[config.mk]
export PLATFORM = sky130hd
export DESIGN_NAME = cesp_port
export DESIGN_NICKNAME = d
export VERILOG_FILES = /design/src/include/cesp_pkg.sv /design/src/rtl/cesp_port.sv
export VERILOG_INCLUDE_DIRS = /design/src /design/src/include
export SDC_FILE = /design/constraint.sdc
export NUM_CORES = 1
export LEC_CHECK = 0
export BUFFER_PORTS_ARGS = -buffer_cell sky130_fd_sc_hd__buf_2
export CAP_MARGIN = 10
export CORE_UTILIZATION = 51
export CTS_CLUSTER_SIZE = 28
export DETAILED_ROUTE_END_ITERATION = 10
export GPL_ROUTABILITY_DRIVEN = 0
export PLACE_DENSITY = 0.77
export REMOVE_ABC_BUFFERS = 1
export SYNTH_ARGS = -nofsm -noshare
export SYNTH_HDL_FRONTEND = slang
export SYNTH_SLANG_ARGS = --single-unit
[constraint.sdc]
create_clock -name mclk -period 1.99 [get_ports mclk]
set_input_delay 0 -clock mclk [delete_from_list [all_inputs] [get_ports mclk]]
set_output_delay 0 -clock mclk [all_outputs]
set_load 0.03 [all_outputs]
[src/include/cesp_defs.svh]
// register map, bit positions and timing constants for the eeprom serial port
`ifndef CESP_DEFS_SVH
`define CESP_DEFS_SVH
`define CESP_OFS_CMD 2'h0
`define CESP_OFS_TXB 2'h1
`define CESP_OFS_RXB 2'h2
`define CESP_B_RST 0
`define CESP_B_START 1
`define CESP_B_STOP 2
`define CESP_B_WR 3
`define CESP_B_RDA 4
`define CESP_B_RDS 5
`define CESP_B_ACK 6
`define CESP_B_EN 7
`define CESP_B_MAN 8
`define CESP_B_SCLF 9
`define CESP_B_SDAF 10
`define CESP_B_SDI 11
`define CESP_CLK_HZ 40000000
`define CESP_SER_HZ 400000
`define CESP_QDIV (`CESP_CLK_HZ / (`CESP_SER_HZ * 4))
`define CESP_RST_CLOCKS 9
`define CESP_ACK_SLOT 8
`endif

[src/include/cesp_pkg.sv]
// types shared by the eeprom serial port
`default_nettype none
package cesp_pkg;
  typedef struct packed {
    logic scl;
    logic sda_oe_b;
    logic cfg_en;
  } cesp_pins_t;
  typedef enum logic [5:0] {
    CESP_IDLE = 6'h01,
    CESP_RST = 6'h02,
    CESP_START = 6'h04,
    CESP_STOP = 6'h08,
    CESP_BIT = 6'h10,
    CESP_DONE = 6'h20
  } cesp_state_t;
endpackage
`default_nettype wire

[src/rtl/cesp_port.sv]
// eeprom serial port: command/status, transmit and receive registers
// Behaviour
// - three registers: command, transmit, receive
// - read byte appears in receive register
// - reset by bus reset or command bit
// - system reset starts port reset sequence
// - serial side runs near 400 khz
// - reset bit reads busy during sequence
// - command bits start on one, read busy
// - start bit generates start condition
// - stop bit generates stop condition
// - write shifts byte out, samples ack
// - ack flag reports missing acknowledge
// - serial enable bit, read back, resets low
// - manual bit selects pin override mode
// - manual clock level bit
// - manual data level bit
// - data input level readable
// - upper bits read zero
// - reads end with ack or stop
`default_nettype none
`include "cesp_defs.svh"
module cesp_port
  import cesp_pkg::*;
#(
  parameter int QDIV = `CESP_QDIV
) (
  // clock and reset
  input wire logic mclk,
  input wire logic rst_b,
  // register port
  input wire logic [1:0] reg_addr,
  input wire logic reg_wr,
  input wire logic [31:0] reg_wdata,
  output logic [31:0] reg_rdata,
  // serial pins
  output logic ser_clk,
  output logic ser_dat_oe_b,
  input wire logic ser_dat_in,
  output logic cfg_serial_en
);
  // pin input passes two flops before use
  logic sdi_m_q, sdi_q;
  always_ff @(posedge mclk or negedge rst_b) begin
    if (!rst_b) begin
      sdi_m_q <= 1'b1;
      sdi_q <= 1'b1;
    end else begin
      sdi_m_q <= ser_dat_in;
      sdi_q <= sdi_m_q;
    end
  end

  // quarter-bit enable; four per serial bit gives about 400 khz
  logic [15:0] div_q, div_d;
  logic tick;
  assign tick = (div_q == 16'(QDIV - 1));
  always_comb begin
    div_d = tick ? 16'h0000 : div_q + 16'h0001;
  end

  cesp_state_t st_q, st_d;
  logic [5:0] busy_q, busy_d;
  logic [1:0] ph_q, ph_d;
  logic [3:0] cnt_q, cnt_d;
  logic [7:0] tx_q, tx_d, rx_q, rx_d, sh_q, sh_d;
  logic ack_q, ack_d, en_q, en_d, man_q, man_d, sclf_q, sclf_d, sdaf_q, sdaf_d;
  logic scl_q, scl_d, sda_q, sda_d;
  logic [31:0] rd_d;
  cesp_pins_t pins_q, pins_d;
  logic wr_cmd;
  logic [5:0] go;
  // writes to the ack flag, input level and upper bits have no target
  assign wr_cmd = reg_wr && (reg_addr == `CESP_OFS_CMD);
  assign go = reg_wdata[5:0];

  always_comb begin
    st_d = st_q;
    busy_d = busy_q;
    ph_d = ph_q;
    cnt_d = cnt_q;
    tx_d = tx_q;
    rx_d = rx_q;
    sh_d = sh_q;
    ack_d = ack_q;
    en_d = en_q;
    man_d = man_q;
    sclf_d = sclf_q;
    sdaf_d = sdaf_q;
    scl_d = scl_q;
    sda_d = sda_q;
    if (reg_wr && reg_addr == `CESP_OFS_TXB) begin
      tx_d = reg_wdata[7:0];
    end
    if (wr_cmd) begin
      en_d = reg_wdata[`CESP_B_EN];
      man_d = reg_wdata[`CESP_B_MAN];
      sclf_d = reg_wdata[`CESP_B_SCLF];
      sdaf_d = reg_wdata[`CESP_B_SDAF];
    end
    // a new command other than reset is only taken when idle; others are dropped
    if (wr_cmd && go[`CESP_B_RST]) begin
      // reset preempts any operation in flight
      busy_d = 6'h01;
      st_d = CESP_RST;
      cnt_d = 4'h0;
      ph_d = 2'h0;
      sda_d = 1'b1;
    end else if (wr_cmd && st_q == CESP_IDLE && go != 6'h00) begin
      ph_d = 2'h0;
      cnt_d = 4'h0;
      if (go[`CESP_B_START]) begin
        busy_d = 6'h02;
        st_d = CESP_START;
      end else if (go[`CESP_B_STOP]) begin
        busy_d = 6'h04;
        st_d = CESP_STOP;
      end else if (go[`CESP_B_WR]) begin
        busy_d = 6'h08;
        sh_d = tx_q;
        st_d = CESP_BIT;
      end else if (go[`CESP_B_RDA]) begin
        busy_d = 6'h10;
        st_d = CESP_BIT;
      end else begin
        busy_d = 6'h20;
        st_d = CESP_BIT;
      end
    end else if (tick) begin
      ph_d = ph_q + 2'h1;
      case (st_q)
        CESP_RST: begin
          // clock out nine pulses with data released, then stop
          sda_d = 1'b1;
          scl_d = ph_q[1];
          if (ph_q == 2'h3) begin
            cnt_d = cnt_q + 4'h1;
            if (cnt_q == 4'(`CESP_RST_CLOCKS - 1)) begin
              st_d = CESP_STOP;
            end
          end
        end
        CESP_START: begin
          case (ph_q)
            2'h0: sda_d = 1'b1;
            2'h1: scl_d = 1'b1;
            2'h2: sda_d = 1'b0;
            default: begin
              scl_d = 1'b0;
              st_d = CESP_DONE;
            end
          endcase
        end
        CESP_STOP: begin
          case (ph_q)
            2'h0: sda_d = 1'b0;
            2'h1: scl_d = 1'b1;
            2'h2: sda_d = 1'b1;
            default: st_d = CESP_DONE;
          endcase
        end
        CESP_BIT: begin
          // bits 0..7 data, then the acknowledge slot
          // a write shifts the byte out msb first; a read shifts the line in
          case (ph_q)
            2'h0: begin
              scl_d = 1'b0;
              if (cnt_q == 4'(`CESP_ACK_SLOT)) begin
                // acknowledge a continued read, release the line otherwise
                sda_d = busy_q[`CESP_B_RDA] ? 1'b0 : 1'b1;
              end else begin
                sda_d = busy_q[`CESP_B_WR] ? sh_q[7] : 1'b1;
              end
            end
            2'h1: scl_d = 1'b1;
            2'h2: begin
              if (cnt_q == 4'(`CESP_ACK_SLOT)) begin
                // only a byte write updates the flag; reads leave it alone
                if (busy_q[`CESP_B_WR]) begin
                  ack_d = sdi_q;
                end
              end else begin
                sh_d = {sh_q[6:0], sdi_q};
              end
            end
            default: begin
              scl_d = 1'b0;
              cnt_d = cnt_q + 4'h1;
              if (cnt_q == 4'(`CESP_ACK_SLOT)) begin
                if (!busy_q[`CESP_B_WR]) begin
                  rx_d = sh_q;
                end
                st_d = busy_q[`CESP_B_RDS] ? CESP_STOP : CESP_DONE;
              end
            end
          endcase
        end
        CESP_DONE: begin
          busy_d = 6'h00;
          st_d = CESP_IDLE;
        end
        default: begin
          ph_d = 2'h0;
        end
      endcase
    end
  end

  // output and readback
  // manual mode only swaps the pins; the sequencer keeps running underneath
  always_comb begin
    pins_d.scl = man_q ? sclf_q : scl_q;
    pins_d.sda_oe_b = man_q ? sdaf_q : sda_q;
    pins_d.cfg_en = en_q;
    rd_d = 32'h0000_0000;
    case (reg_addr)
      `CESP_OFS_CMD: begin
        rd_d[5:0] = busy_q;
        rd_d[`CESP_B_ACK] = ack_q;
        rd_d[`CESP_B_EN] = en_q;
        rd_d[`CESP_B_MAN] = man_q;
        rd_d[`CESP_B_SCLF] = sclf_q;
        rd_d[`CESP_B_SDAF] = sdaf_q;
        rd_d[`CESP_B_SDI] = sdi_q;
      end
      `CESP_OFS_TXB: rd_d[7:0] = tx_q;
      `CESP_OFS_RXB: rd_d[7:0] = rx_q;
      default: rd_d = 32'h0000_0000;
    endcase
  end

  // divider runs free, so quarter ticks keep their spacing across commands
  always_ff @(posedge mclk or negedge rst_b) begin
    if (!rst_b) begin
      div_q <= 16'h0000;
    end else begin
      div_q <= div_d;
    end
  end

  // reset enters the port reset sequence with its bit busy
  always_ff @(posedge mclk or negedge rst_b) begin
    if (!rst_b) begin
      st_q <= CESP_RST;
      busy_q <= 6'h01;
      ph_q <= 2'h0;
      cnt_q <= 4'h0;
      rx_q <= 8'h00;
      sh_q <= 8'h00;
      ack_q <= 1'b0;
      scl_q <= 1'b0;
      sda_q <= 1'b1;
    end else begin
      st_q <= st_d;
      busy_q <= busy_d;
      ph_q <= ph_d;
      cnt_q <= cnt_d;
      rx_q <= rx_d;
      sh_q <= sh_d;
      ack_q <= ack_d;
      scl_q <= scl_d;
      sda_q <= sda_d;
    end
  end

  // software-written configuration and transmit byte
  always_ff @(posedge mclk or negedge rst_b) begin
    if (!rst_b) begin
      tx_q <= 8'h00;
      en_q <= 1'b0;
      man_q <= 1'b0;
      sclf_q <= 1'b0;
      sdaf_q <= 1'b0;
    end else begin
      tx_q <= tx_d;
      en_q <= en_d;
      man_q <= man_d;
      sclf_q <= sclf_d;
      sdaf_q <= sdaf_d;
    end
  end

  // pins and read data cost a cycle of latency but leave glitch-free outputs
  always_ff @(posedge mclk or negedge rst_b) begin
    if (!rst_b) begin
      pins_q <= '{scl: 1'b0, sda_oe_b: 1'b1, cfg_en: 1'b0};
      reg_rdata <= 32'h0000_0000;
    end else begin
      pins_q <= pins_d;
      reg_rdata <= rd_d;
    end
  end

  // open-drain data: enable low pulls line low, high releases it
  assign ser_clk = pins_q.scl;
  assign ser_dat_oe_b = pins_q.sda_oe_b;
  assign cfg_serial_en = pins_q.cfg_en;
endmodule
`default_nettype wire

==> summary.md <==
| Metric | Value |
|---|---|
| Core area | `around 0.008 mm2` |
| Synth Area in Compound Gates | `under 10%` |
| Multi-input logic area | `around 0.0021 mm2` |
| Clock network power share | `roughly 29%` |
| Routed Antenna Nets | `0` |
| Async SR Flop Fraction | `100.0%` |
| Yosys warning count | `0` |
| Initial antenna violation count | `0` |
| CP Max Fanout | `8` |
| Hold slack | `roughly 0.022 ns` |
| Post-synthesis register bit count | `82` |
| Worst endpoint required time | `2.25 ns` |
| CP Launch Type | `flip-flop` |
| Failing checks | `negative setup slack` |
| Setup WS pre-CTS | `-0.1661 ns` |
| Top post-synthesis cells by area | `dfrtp_1, mux2_2, buf_4, dfstp_2, mux2i_1` |
| Placed instance area | `approximately 0.0047 mm2` |
| Main combinational cell family by area after synthesis | `simple AND/OR/NAND/NOR gates` |
| Dpl hpwl | `approximately 6.5 mm` |
| Setup CP Type | `reg2reg` |
| Clock transition at the registers of the reported paths | `approximately 0.09 ns` |
| H-tree depth | `3` |
| Vias in the first global route | `between 3000 and 4000` |
| Int Pwr | `around 2700 uW` |
| Layout area overhead | `24.99%` |
| Sequential Power Share | `between 40% and 50%` |
| Max Cap Violations | `0` |
| Pre-antenna DRT Iters | `4` |
| First-pass GRT wire length | `roughly 15 mm` |
| # DRC | `0` |
| Syn Inst Count | `approximately 360` |
| Yosys cell types | `56` |
| Maximum VDD drop | `roughly 0.36 mV` |
| Total GRT Usage | `approximately a quarter` |
| # port buffers | `31` |
| Post-detailed-routing wire length | `around 9.3 mm` |
| Synth Area in Adders | `between 2 and 2.5%` |
| Clk buf depth | `2` |
| Final setup violation count | `9` |
| Filler instances | `roughly 560` |
| Gr ovfl total | `0` |
| CTS tree | `done` |
| Final critical-path required period | `2.027 ns` |
| Die height | `around 92 um` |
| Mux cell area share after synthesis | `about 14%` |
| HP Class | `in2reg` |
| RSZ-0062 raised after global routing | `yes` |
| Fin area | `around 0.0052 mm2` |
| Ant. Diodes | `0` |
| DIE AREA | `between 0.008 and 0.009 mm2` |
| Synth area leader | `dfrtp_1` |
| FP Rows | `32` |
| Tcrit/Tclk final | `101.9%` |
| Wire per inst | `between 15 and 20 um` |
| Top post-synthesis cells by count | `dfrtp_1, nand2_1, nor2_1` |
| Root buffer cell | `clkbuf_8` |
| CTS buffer count | `9` |
| PwrDens | `around 760 mW/mm2` |
| Synth Area in XOR/XNOR | `around 4.4%` |
| Starting Density | `between 50% and 60%` |
| Post-synthesis average cell area | `approximately 11 um2` |
| CTS sink cnt | `82` |
| Comb pwr share | `a little under a quarter` |
| Total area of sequential cells | `0.002061 mm2` |
| Main synth FF type | `dfrtp_1` |
| Simple-Gate Fraction of Synth Area | `between 10% and 20%` |
| Most numerous cell in the Yosys netlist | `dfrtp_1` |
| Register area share after synthesis | `49.68%` |
| Die W | `a little over 90 um` |
| Via/cell ratio | `roughly 5.4` |
| Fraction of layout cells with a size suffix above 1 | `between 30 and 40%` |
| Fin worst setup slack | `-0.03690 ns` |
| Status | `finished, violations left` |
| Synthesized cell area | `0.004145 mm2` |
| F_max | `493.4 MHz` |
| Insertion delay to the later sink of the worst-skew pair | `0.37 ns` |
| P_leak | `0.002557 uW` |
| Nets | `504` |
| Worst EP arrival | `2.28 ns` |
| Layout Skew | `approximately 0.014 ns` |
| EDFF count, synth | `0` |
| DR vias | `roughly 3000` |
| Final Hold Fails | `0` |
| Synth top area share | `between 40% and 50%` |
| # IOs | `73` |
| NetSw | `1245 uW` |
| Switching share of total power | `31.76%` |
| DRT iter0 DRCs | `129` |
| Final Max Slew Viols | `0` |
| Critical path endpoint category | `flip-flop` |
| Largest net degree at the start of global routing | `34` |
[final timing paths]
| check | to | slack (ns) | from | depth (start not counted) |
|---|---|---|---|---|
| worst max register to register | sh_q[5] | -0.04 | st_q[5] | 5 |
| worst min-delay path | reg_rdata[0] | 0.02 | reg_addr[0] | 3 |
| max in group asynchronous | st_q[1] | 1.24 | rst_b | 3 |
| worst max-delay path | sh_q[5] | -0.04 | st_q[5] | 5 |
| worst min register to register | sdi_q | 0.36 | sdi_m_q | 0 |
| min in group asynchronous | div_q[7] | 0.08 | rst_b | 2 |
[cells by family after synthesis]
| logic type | Yosys count |
|---|---|
| compound gates | 41 |
| xor+xnor | 21 |
| fa+ha+maj | 8 |
| buf+inv | 41 |
| flops | 82 |
| mux | 52 |
| other cells | 1 |
| simple gates | 117 |
[power groups by stage]
stage / Clock [uW] / Combinational (uW) / Sequential (uW)
floorplan: 0 / 430 / 1980
detailed placement: 0 / 820 / 1910
finish: 1140 / 908 / 1880
global placement: 0 / 793 / 1900
CTS: 1170 / 858 / 1870
global route: 1230 / 982 / 1890
[critical path: stages, from the launching register on]
cell	delay (ns)
dfrtp_1	0.39
or3_4	0.43
nor3_4	0.35
nand2_4	0.16
mux2_1	0.34
mux2_4	0.25
[through the flow]
stage | std cells | TNS (ns) | util, % | total power [uW]
after floorplan | 349 | -2.805 | - | 2412
after global placement | 534 | -1.515 | 60.06 | 2693
after detailed placement | 534 | -2.152 | 60.06 | 2725
after CTS | 564 | -0.03002 | 64.73 | 3901
after global routing | 565 | -1.278 | 66.36 | 4107
final | 565 | -0.2304 | 66.36 | 3921
[final cells by class]
cell class	instances	share of cell area [%]
Clock buffer	9	2.391
Clock inverter	7	1.111
Inverter	8	0.5796
Multi-Input combinational cell	259	39.77
Sequential cell	82	39.77
Tap cell	102	2.463
Timing Repair Buffer	98	13.91
[sequential cells by signal, summed over array words and instances, names as in the netlist, 2 cells and up]
signal     count
div_q         16
reg_rdata     12
rx_q           8
sh_q           8
tx_q           8
busy_q         6
st_q           6
cnt_q          4
ph_q           2
[routing by layer]
| layer | vias up | GRT usage [%] | routed length (um) | part of all wire (%) |
|---|---|---|---|---|
| met1 | 1513 | 31.03 | 4109 | 44 |
| li1 | 1434 | - | - | - |
| met3 | 11 | 4.726 | 429 | 4.6 |
| met2 | 85 | 37.62 | 4661 | 50 |
| met5 | - | 0 | 0 | 0 |
| met4 | 0 | 8.984 | 131 | 1.4 |
[layout by cell type, fill, tap and decap left out, types with 14 or more instances in the layout]
master,Yosys,final
dfrtp_1,76,75
buf_4,23,53
buf_2,2,30
nand2_1,25,25
nor2_1,25,23
mux2_4,8,21
conb_1,1,20
xnor2_1,14,14
[timing repair]
item	CTS	global route
setup buffers	3	1
setup endpoints to repair	26	29
gates resized for setup	10	29
pin swaps	6	3
hold buffers	11	0
endpoints found under the hold margin	94	0
(Power assumes the default switching activity.)
